`src/verilog/hlsc_pkg.sv`:
```
// Package of constants shared by the host link status and control block.
package hlsc_pkg;

	// Clock and driver timeout timing.
	localparam int unsigned CLK_HZ          = 50_000_000;
	localparam int unsigned TIMEOUT_MS      = 1000;
	localparam int unsigned TIMEOUT_CYCLES  = (CLK_HZ / 1000) * TIMEOUT_MS;

	// Bus geometry and timer width.
	localparam int          ADDR_W          = 8;
	localparam int          DATA_W          = 32;
	localparam int          TMR_W           = 32;

	// Register byte offsets.
	localparam logic [7:0]  XMT_STAT_OFS    = 8'h00;
	localparam logic [7:0]  RCV_STAT_OFS    = 8'h04;
	localparam logic [7:0]  CFG_OFS         = 8'h08;

	// Status word fields, written; loop and node ready read back, half reset reads as zero.
	localparam int          LOOP_BIT        = 0;
	localparam int          NODE_RDY_BIT    = 1;
	localparam int          HALF_RST_BIT    = 8;
	// Status word fields, read only.
	localparam int          HOST_RDY_BIT    = 2;
	localparam int          HOST_ERR_BIT    = 3;
	localparam int          ERR_EOM_BIT     = 4;
	localparam int          ERR_NOEOM_BIT   = 5;
	localparam int          BUSY_BIT        = 6;
	localparam int          PI_PEND_BIT     = 7;
	localparam int          ERR_LINE_BIT    = 9;
	localparam int          DRV_OFF_BIT     = 10;

	// Configuration fields and reset value.
	localparam int          CFG_RDY_EN_BIT  = 0;
	localparam int          CFG_TMR_EN_BIT  = 1;
	localparam int          CFG_PAD_BIT     = 2;
	localparam logic [2:0]  CFG_RESET       = 3'h3;

	// Half indices.
	localparam int          XMT             = 0;
	localparam int          RCV             = 1;

	// Bus responses.
	localparam logic [1:0]  RESP_OKAY       = 2'h0;
	localparam logic [1:0]  RESP_SLVERR     = 2'h2;

endpackage

```
`src/verilog/hlsc_top.sv`:
```
// Host link status and control logic with its register slave.
// Contract
// - Each half interrupts on five event kinds
// - Bus abort abandons a pending interrupt attempt
// - Loop change resets both halves together
// - Loop change interrupts each busy half
// - Loop readback true; unloop by reset, write
// - Start pulse sets the half busy
// - Busy cleared by reset, restart, end
// - Node ready needs set and no timeout
// - Relay closed when enabled, unlooped, ready
// - Node ready cleared by write, reset, timeout
// - Looped host ready equals node ready
// - Unlooped host ready follows option or line
// - Host error on host or node fall
// - Receive start clears host error
// - Receive error line shows host error
// - Separate error bits with, without end
// - Error line: busy or reset interrupt
// - Software loop sends data back internally
// - Timeout keeps one card driving link
// - Options: ready ignore, timer, padding
//
// The placing of the registers and the AXI4-Lite register port were decided locally.
module hlsc_top #(
	parameter int unsigned TIMEOUT_CYCLES = hlsc_pkg::TIMEOUT_CYCLES
) (
	// Clock and reset.
	input  wire logic                        aclk,
	input  wire logic                        aresetn,
	// Write address channel.
	input  wire logic                        s_axi_awvalid,
	output logic                             s_axi_awready,
	input  wire logic [hlsc_pkg::ADDR_W-1:0] s_axi_awaddr,
	input  wire logic [2:0]                  s_axi_awprot,
	// Write data channel.
	input  wire logic                        s_axi_wvalid,
	output logic                             s_axi_wready,
	input  wire logic [hlsc_pkg::DATA_W-1:0] s_axi_wdata,
	input  wire logic [3:0]                  s_axi_wstrb,
	// Write response channel.
	output logic                             s_axi_bvalid,
	input  wire logic                        s_axi_bready,
	output logic [1:0]                       s_axi_bresp,
	// Read address channel.
	input  wire logic                        s_axi_arvalid,
	output logic                             s_axi_arready,
	input  wire logic [hlsc_pkg::ADDR_W-1:0] s_axi_araddr,
	input  wire logic [2:0]                  s_axi_arprot,
	// Read data channel.
	output logic                             s_axi_rvalid,
	input  wire logic                        s_axi_rready,
	output logic [hlsc_pkg::DATA_W-1:0]      s_axi_rdata,
	output logic [1:0]                       s_axi_rresp,
	// DMA unit events, index 0 transmit and 1 receive, one-cycle pulses.
	input  wire logic [1:0]                  start_pls,
	input  wire logic [1:0]                  restart_pls,
	input  wire logic [1:0]                  eom_pls,
	input  wire logic [1:0]                  bus_abort_pls,
	input  wire logic [1:0]                  pi_done_pls,
	// DMA unit levels.
	output logic [1:0]                       pi_req,
	output logic [1:0]                       err_line,
	// Host side.
	input  wire logic                        host_ready_in,
	output logic                             node_ready_relay,
	output logic                             host_drv_en,
	output logic                             loop_active,
	output logic                             pad_type
);
	import hlsc_pkg::*;

	typedef struct packed {
		logic                awready;
		logic                wready;
		logic                bvalid;
		logic [1:0]          bresp;
		logic                arready;
		logic                rvalid;
		logic [1:0]          rresp;
		logic [DATA_W-1:0]   rdata;
		logic                aw_have;
		logic                w_have;
		logic [ADDR_W-1:0]   aw_addr;
		logic [DATA_W-1:0]   w_data;
		logic [3:0]          w_strb;
		logic                loop;
		logic                node_rdy;
		logic                drv_off;
		logic [2:0]          cfg;
		logic [TMR_W-1:0]    tmr;
		logic [1:0]          busy;
		logic [1:0]          pi;
		logic [1:0]          rst_err;
		logic [1:0]          err_out;
		logic                host_rdy;
		logic                host_err;
		logic                err_eom;
		logic                err_noeom;
		logic                relay;
		logic                drv_en;
	} hlsc_state_t;

	localparam logic [TMR_W-1:0] TMR_LAST = TMR_W'(TIMEOUT_CYCLES - 1);

	hlsc_state_t state_reg;
	hlsc_state_t state_next;

	// Builds one half's status word from the present state.
	function automatic logic [DATA_W-1:0] stat_word(input hlsc_state_t s, input int h);
		logic [DATA_W-1:0] v;
		v                = '0;
		v[LOOP_BIT]      = s.loop;
		v[NODE_RDY_BIT]  = s.node_rdy;
		v[HOST_RDY_BIT]  = s.host_rdy;
		v[HOST_ERR_BIT]  = s.host_err;
		v[ERR_EOM_BIT]   = s.err_eom;
		v[ERR_NOEOM_BIT] = s.err_noeom;
		v[BUSY_BIT]      = s.busy[h];
		v[PI_PEND_BIT]   = s.pi[h];
		v[ERR_LINE_BIT]  = s.err_out[h];
		v[DRV_OFF_BIT]   = s.drv_off;
		return v;
	endfunction

	// True when an address names one of the two status words.
	function automatic logic is_stat(input logic [ADDR_W-1:0] a);
		return (a == XMT_STAT_OFS) || (a == RCV_STAT_OFS);
	endfunction

	// Next-state logic for the bus slave and all link control state.
	always_comb begin
		logic       wr_go;
		logic       kick;
		logic       loop_wr;
		logic       loop_chg;
		logic       nr_wr;
		logic [1:0] hrst;
		logic [1:0] rst_any;
		logic       expire;
		logic       herr_evt;
		int         wh;
		wr_go      = 1'b0;
		kick       = 1'b0;
		loop_wr    = 1'b0;
		loop_chg   = 1'b0;
		nr_wr      = 1'b0;
		hrst       = 2'h0;
		rst_any    = 2'h0;
		expire     = 1'b0;
		herr_evt   = 1'b0;
		wh         = XMT;
		state_next = state_reg;

		// Address and data are taken in either order; the write acts once both are held.
		if (s_axi_awvalid && state_reg.awready) begin
			state_next.aw_have = 1'b1;
			state_next.aw_addr = s_axi_awaddr;
		end
		if (s_axi_wvalid && state_reg.wready) begin
			state_next.w_have = 1'b1;
			state_next.w_data = s_axi_wdata;
			state_next.w_strb = s_axi_wstrb;
		end
		if (state_reg.bvalid && s_axi_bready) begin
			state_next.bvalid = 1'b0;
		end
		if (state_reg.aw_have && state_reg.w_have && !state_reg.bvalid) begin
			wr_go              = 1'b1;
			state_next.aw_have = 1'b0;
			state_next.w_have  = 1'b0;
			state_next.bvalid  = 1'b1;
			state_next.bresp   = RESP_OKAY;
			if (!is_stat(state_reg.aw_addr) && state_reg.aw_addr != CFG_OFS) begin
				state_next.bresp = RESP_SLVERR;
			end
		end
		// Only one write is in flight, so both channels close until the response is taken.
		state_next.awready = !state_next.aw_have && !state_next.bvalid;
		state_next.wready  = !state_next.w_have && !state_next.bvalid;

		// Register write effects.
		if (wr_go && is_stat(state_reg.aw_addr)) begin
			wh      = (state_reg.aw_addr == RCV_STAT_OFS) ? RCV : XMT;
			kick    = 1'b1;
			loop_wr = state_reg.w_strb[0];
			nr_wr   = state_reg.w_strb[0];
			hrst[wh] = state_reg.w_strb[1] && state_reg.w_data[HALF_RST_BIT];
		end
		if (wr_go && state_reg.aw_addr == CFG_OFS && state_reg.w_strb[0]) begin
			state_next.cfg = state_reg.w_data[2:0];
		end

		// Reads answer from the present state; unmapped addresses read zero with an error.
		if (s_axi_arvalid && state_reg.arready) begin
			state_next.arready = 1'b0;
			state_next.rvalid  = 1'b1;
			state_next.rresp   = RESP_OKAY;
			state_next.rdata   = '0;
			if (s_axi_araddr == XMT_STAT_OFS) begin
				state_next.rdata = stat_word(state_reg, XMT);
			end else if (s_axi_araddr == RCV_STAT_OFS) begin
				state_next.rdata = stat_word(state_reg, RCV);
			end else if (s_axi_araddr == CFG_OFS) begin
				state_next.rdata[2:0] = state_reg.cfg;
			end else begin
				state_next.rresp = RESP_SLVERR;
			end
		end else if (state_reg.rvalid && s_axi_rready) begin
			state_next.rvalid  = 1'b0;
			state_next.arready = 1'b1;
		end

		// Loop state follows the written bit; any change resets both halves at once.
		if (loop_wr) begin
			state_next.loop = state_reg.w_data[LOOP_BIT];
		end
		loop_chg = loop_wr && (state_reg.w_data[LOOP_BIT] != state_reg.loop);

		// Per-half busy, pseudo-interrupt and reset-error tracking.
		for (int h = 0; h < 2; h++) begin
			rst_any[h] = hrst[h] || restart_pls[h] || loop_chg;
			// Start wins over a coincident clear so a fresh transfer is never lost.
			state_next.busy[h] = start_pls[h] ||
				(state_reg.busy[h] && !rst_any[h] && !eom_pls[h]);
			// An abort drops a waiting attempt; a new cause in the same cycle still sets it.
			state_next.pi[h] = eom_pls[h] ||
				(state_reg.busy[h] && (rst_any[h] || bus_abort_pls[h])) ||
				(state_reg.pi[h] && !pi_done_pls[h] && !bus_abort_pls[h]);
			state_next.rst_err[h] = (state_reg.busy[h] && rst_any[h]) ||
				(state_reg.rst_err[h] && !start_pls[h]);
		end

		// Driver timeout; each status write restarts it, and it saturates once expired.
		if (kick) begin
			state_next.tmr = '0;
		end else if (state_reg.tmr != TMR_LAST) begin
			state_next.tmr = state_reg.tmr + 1'b1;
		end
		expire = state_reg.cfg[CFG_TMR_EN_BIT] && !kick && state_reg.tmr == TMR_LAST;
		if (expire) begin
			state_next.node_rdy = 1'b0;
			state_next.drv_off  = 1'b1;
		end
		if (nr_wr) begin
			state_next.node_rdy = state_reg.w_data[NODE_RDY_BIT];
			if (state_reg.w_data[NODE_RDY_BIT]) begin
				state_next.drv_off = 1'b0;
			end
		end

		// Host ready view; the host line is ignored when the ready option is off.
		if (state_next.loop) begin
			state_next.host_rdy = state_next.node_rdy;
		end else begin
			state_next.host_rdy = !state_reg.cfg[CFG_RDY_EN_BIT] || host_ready_in;
		end

		// A falling host ready only counts while the port stays unlooped across the edge.
		herr_evt = (state_reg.host_rdy && !state_next.host_rdy && !state_reg.loop && !state_next.loop) ||
			(state_reg.node_rdy && !state_next.node_rdy);
		state_next.host_err = herr_evt || (state_reg.host_err && !start_pls[RCV]);
		state_next.err_eom = ((herr_evt || state_reg.host_err) && eom_pls[RCV]) ||
			(state_reg.err_eom && !start_pls[RCV]);
		state_next.err_noeom = (herr_evt && !eom_pls[RCV]) ||
			(state_reg.err_noeom && !start_pls[RCV]);

		// Error lines to the DMA unit.
		state_next.err_out[XMT] = state_next.busy[XMT] || state_next.rst_err[XMT];
		state_next.err_out[RCV] = state_next.busy[RCV] || state_next.rst_err[RCV] ||
			state_next.host_err;

		// Relay and drivers; looping keeps this card off the shared host cable.
		state_next.relay  = state_next.cfg[CFG_RDY_EN_BIT] && !state_next.loop &&
			state_next.node_rdy;
		state_next.drv_en = !state_next.loop && !state_next.drv_off;
	end

	// State register; synchronous reset acts as the master reset.
	always_ff @(posedge aclk) begin
		if (!aresetn) begin
			state_reg          <= '0;
			state_reg.awready  <= 1'b1;
			state_reg.wready   <= 1'b1;
			state_reg.arready  <= 1'b1;
			state_reg.cfg      <= CFG_RESET;
			state_reg.host_rdy <= 1'b1;
		end else begin
			state_reg <= state_next;
		end
	end

	// Every output comes straight from the state register.
	assign s_axi_awready    = state_reg.awready;
	assign s_axi_wready     = state_reg.wready;
	assign s_axi_bvalid     = state_reg.bvalid;
	assign s_axi_bresp      = state_reg.bresp;
	assign s_axi_arready    = state_reg.arready;
	assign s_axi_rvalid     = state_reg.rvalid;
	assign s_axi_rdata      = state_reg.rdata;
	assign s_axi_rresp      = state_reg.rresp;
	assign pi_req           = state_reg.pi;
	assign err_line         = state_reg.err_out;
	assign node_ready_relay = state_reg.relay;
	assign host_drv_en      = state_reg.drv_en;
	assign loop_active      = state_reg.loop;
	assign pad_type         = state_reg.cfg[CFG_PAD_BIT];

endmodule
```
`config.mk`:
```
export PLATFORM = sky130hd
export DESIGN_NAME = hlsc_top
export DESIGN_NICKNAME = d
export VERILOG_FILES = /design/src/verilog/hlsc_pkg.sv /design/src/verilog/hlsc_top.sv
export SDC_FILE = /design/constraint.sdc
export NUM_CORES = 1
export LEC_CHECK = 0
export ABC_AREA = 1
export BUFFER_PORTS_ARGS = -buffer_cell sky130_fd_sc_hd__buf_2
export CAP_MARGIN = 20
export CORE_AREA = 2 2 110 91
export CTS_CLUSTER_DIAMETER = 50
export DETAILED_ROUTE_END_ITERATION = 7
export DIE_AREA = 0 0 112 93
export PLACE_DENSITY = 0.75
export SETUP_SLACK_MARGIN = 0.5
export SLEW_MARGIN = 10
export SYNTH_ARGS = -nofsm -noshare
export SYNTH_HDL_FRONTEND = slang
export SYNTH_SLANG_ARGS = --single-unit
```
`constraint.sdc`:
```
create_clock -name aclk -period 1.6 [get_ports aclk]
set_input_delay 0.08 -clock aclk [delete_from_list [all_inputs] [get_ports aclk]]
set_output_delay 0.08 -clock aclk [all_outputs]
set_load 0.02 [all_outputs]
```
==> impl_metrics.csv <==
group,metric,value,unit
status,status,"finished, violations left",
status,violations,"setup timing",
clock_network,cts.sinks,85,
clock_network,cts_tree,"done",
power_and_ir_drop,p_total,5150,µW
placed_design,post-dp-hpwl,7810,µm
yosys,synth_seq_cells,85,
setup_path,cp-end-kind,"flop",
floorplanning,dieArea,10400,µm²
detailed_routing,post-route-drc-count,0,
detailed_routing,first_pass_iters,5,
global_route,grt_pass1_vias,4069,
yosys,ys_seq_area_share,40.0,%
global_route,grt_pass1_wl,18800,µm
cells_and_area,area_delta_synth_final,44.5,%
detailed_routing,vias,4794,
clock_network,clk_pin_slew,0.07,ns
yosys,netlist_area,4260,µm²
yosys,yosysTopAreaCell,"dfxtp_1",
cells_and_area,drive_gt1_share,45.2,%
sta,setup_viol,12,
sta,finClkSkew,0.0196,ns
yosys,yosysUniqueCellTypes,39,
sta,report.final.hold_viol_count,0,
placed_design,dp_slack,-0.0305,ns
sta,max_freq,578,MHz
clock_network,insertion_delay,0.35,ns
global_route,grt.busiest_layer,"met2",
clock_network,clockBufferDepth,2,
yosys,yosys_warnings,0,
clock_network,htreeDepth,3,
setup_path,r2r_setup_slack,-0.13,ns
placed_design,io_buffers,64,
floorplanning,fp.dieH,93,µm
cells_and_area,final_util,65.7,%
sta,fin_crit_sh,108,%
floorplanning,io_pins,125,
yosys,syn_inst,596,
cells_and_area,fill_cells,677,
sta,worst_slack,-0.131,ns
global_route,antenna_found_initial,0,
detailed_routing,wl,14700,µm
setup_path,path_max_fanout,5,
flow_run,cap_violations,0,
detailed_routing,vias_per_cell,5.68,
cells_and_area,diodes,0,
global_route,grt_util_met3,4.02,%
floorplanning,fp.coreArea,9370,µm²
setup_path,crit_arrival,1.96,ns
detailed_routing,drt_iter0_markers,464,
sta,rsz0062_at_grt,"true",
power_and_ir_drop,power_density,837,nW/µm²
sta,period_minus_slack,1.73,ns
floorplanning,row_count,32,
cells_and_area,largest_reg_flops,60,
detailed_routing,wl_per_cell,17.4,µm
power_and_ir_drop,p_leak,0.00286,µW
min_path,min_path_type,"input pin to flop",
yosys,synth_top_area_share,40.0,%
global_route,grt_use_met2,37.2,%
sta,fin_hold_ws,0.000866,ns
sta,drv_slew,0,
yosys,syn_area_per_cell,7.14,µm²
setup_path,start_kind,"flop",
sta,tns,-0.707,ns
detailed_routing,ant_nets,0,
placed_design,place.gp.congestion,0.951,
global_route,grt_util_met1,28.5,%
floorplanning,initial_utilization,45.4,%
yosys,synth.area.top_cells,"dfxtp_1, nand2_1, buf_4",
global_route,grtUsageTotal,22.1,%
clock_network,clock-root-buffer,"clkbuf_16",
floorplanning,die_w,112,µm
setup_path,crit_type,"flop to flop",
setup_path,crit_required,1.83,ns
power_and_ir_drop,vdd_drop_max,0.822,mV
clock_network,cts_buffers,9,
cells_and_area,nets,797,
global_route,overflow,0,
global_route,grt_max_degree,22,
layout by cell type, fill, tap and decap left out, types with 22 or more instances in the layout:
cell type,n
buf_4,49
nand2_1,74
conb_1,24
a21oi_1,37
dfxtp_1,57
o21ai_0,24
inv_1,56
nor2_1,49
buf_2,64
nand2_2,22
cell type report:
class                           count  area (µm²)  area share (%)
Clock buffer                        9         225            3.66
Clock inverter                      7        78.8            1.28
Inverter                           78         318            5.17
Multi-Input combinational cell    407        2620            42.6
Sequential cell                    85        1760            28.6
Tap cell                          119         149            2.42
Timing Repair Buffer              139         997            16.2
worst max-delay path: stages (launching register included):
cell	delay, ns
dfxtp_2	0.32
nor2_2	0.11
nand2_2	0.08
nor2_4	0.20
nand2_4	0.10
nor2_4	0.21
nand2_2	0.15
nand3_2	0.14
o211ai_1	0.11
nand2_1	0.11
nand2_1	0.07
cell usage after synthesis (all sizes together):
cell type,count
a211oi,2
a21o,1
a21oi,51
a221oi,3
a31oi,2
buf,40
clkbuf,9
clkinv,2
conb,1
dfxtp,85
ha,1
inv,76
nand2,108
nand3,29
nand3b,1
nand4,14
nor2,74
nor3,18
nor3b,3
nor4,5
o211ai,7
o21ai,43
o41ai,1
or2,18
xor2,2
layer usage:
| metal | up-vias | wire length, µm |
|---|---|---|
| met4 | 0 | 810 |
| li1 | 2132 | - |
| met2 | 339 | 7010 |
| met3 | 100 | 1360 |
| met5 | - | 0 |
| met1 | 2223 | 5500 |
report_power, final:
part / total [µW] / switching, µW / internal (µW)
logic: 662 / 413 / 249
registers: 2290 / 79.2 / 2210
clock network: 2200 / 961 / 1240
total: 5150 / 1450 / 3700
worst paths after layout:
| check | start | endpoint | depth (start not counted) |
|---|---|---|---|
| worst max register to register | state_reg[94] | err_line[1] | 10 |
| worst max-delay path | state_reg[94] | err_line[1] | 10 |
| worst min register to register | state_reg[91] | state_reg[91] | 2 |
| worst min-delay path | s_axi_awaddr[1] | state_reg[89] | 3 |
kinds of logic after synthesis:
family | after synthesis | synth area share (%)
buffers and inverters | 127 | 15.0
AND/OR/NAND/NOR | 270 | 30.2
XOR/XNOR | 2 | 0.411
other | 1 | 0.0881
adder cells (fa/ha/maj) | 1 | 0.294
AO/OA/AOI/OAI | 110 | 14.0
flip-flops | 85 | 40.0
stage by stage:
step / cell area, µm² / instances
floorplan: 4610 / 619
global placement: 4840 / 769
detailed placement: 4840 / 769
CTS: 5590 / 814
global route: 6150 / 844
finish: 6150 / 844
repair_timing:
action | in CTS | in global routing
buffers inserted | 25 | 29
hold endpoints to repair | 4 | 0
pin swaps | 47 | 50
hold buffers | 4 | 0
gates resized for setup | 74 | 88
cloned | 0 | 1
endpoints found under the setup margin | 64 | 67
(Power assumes the default switching activity.)
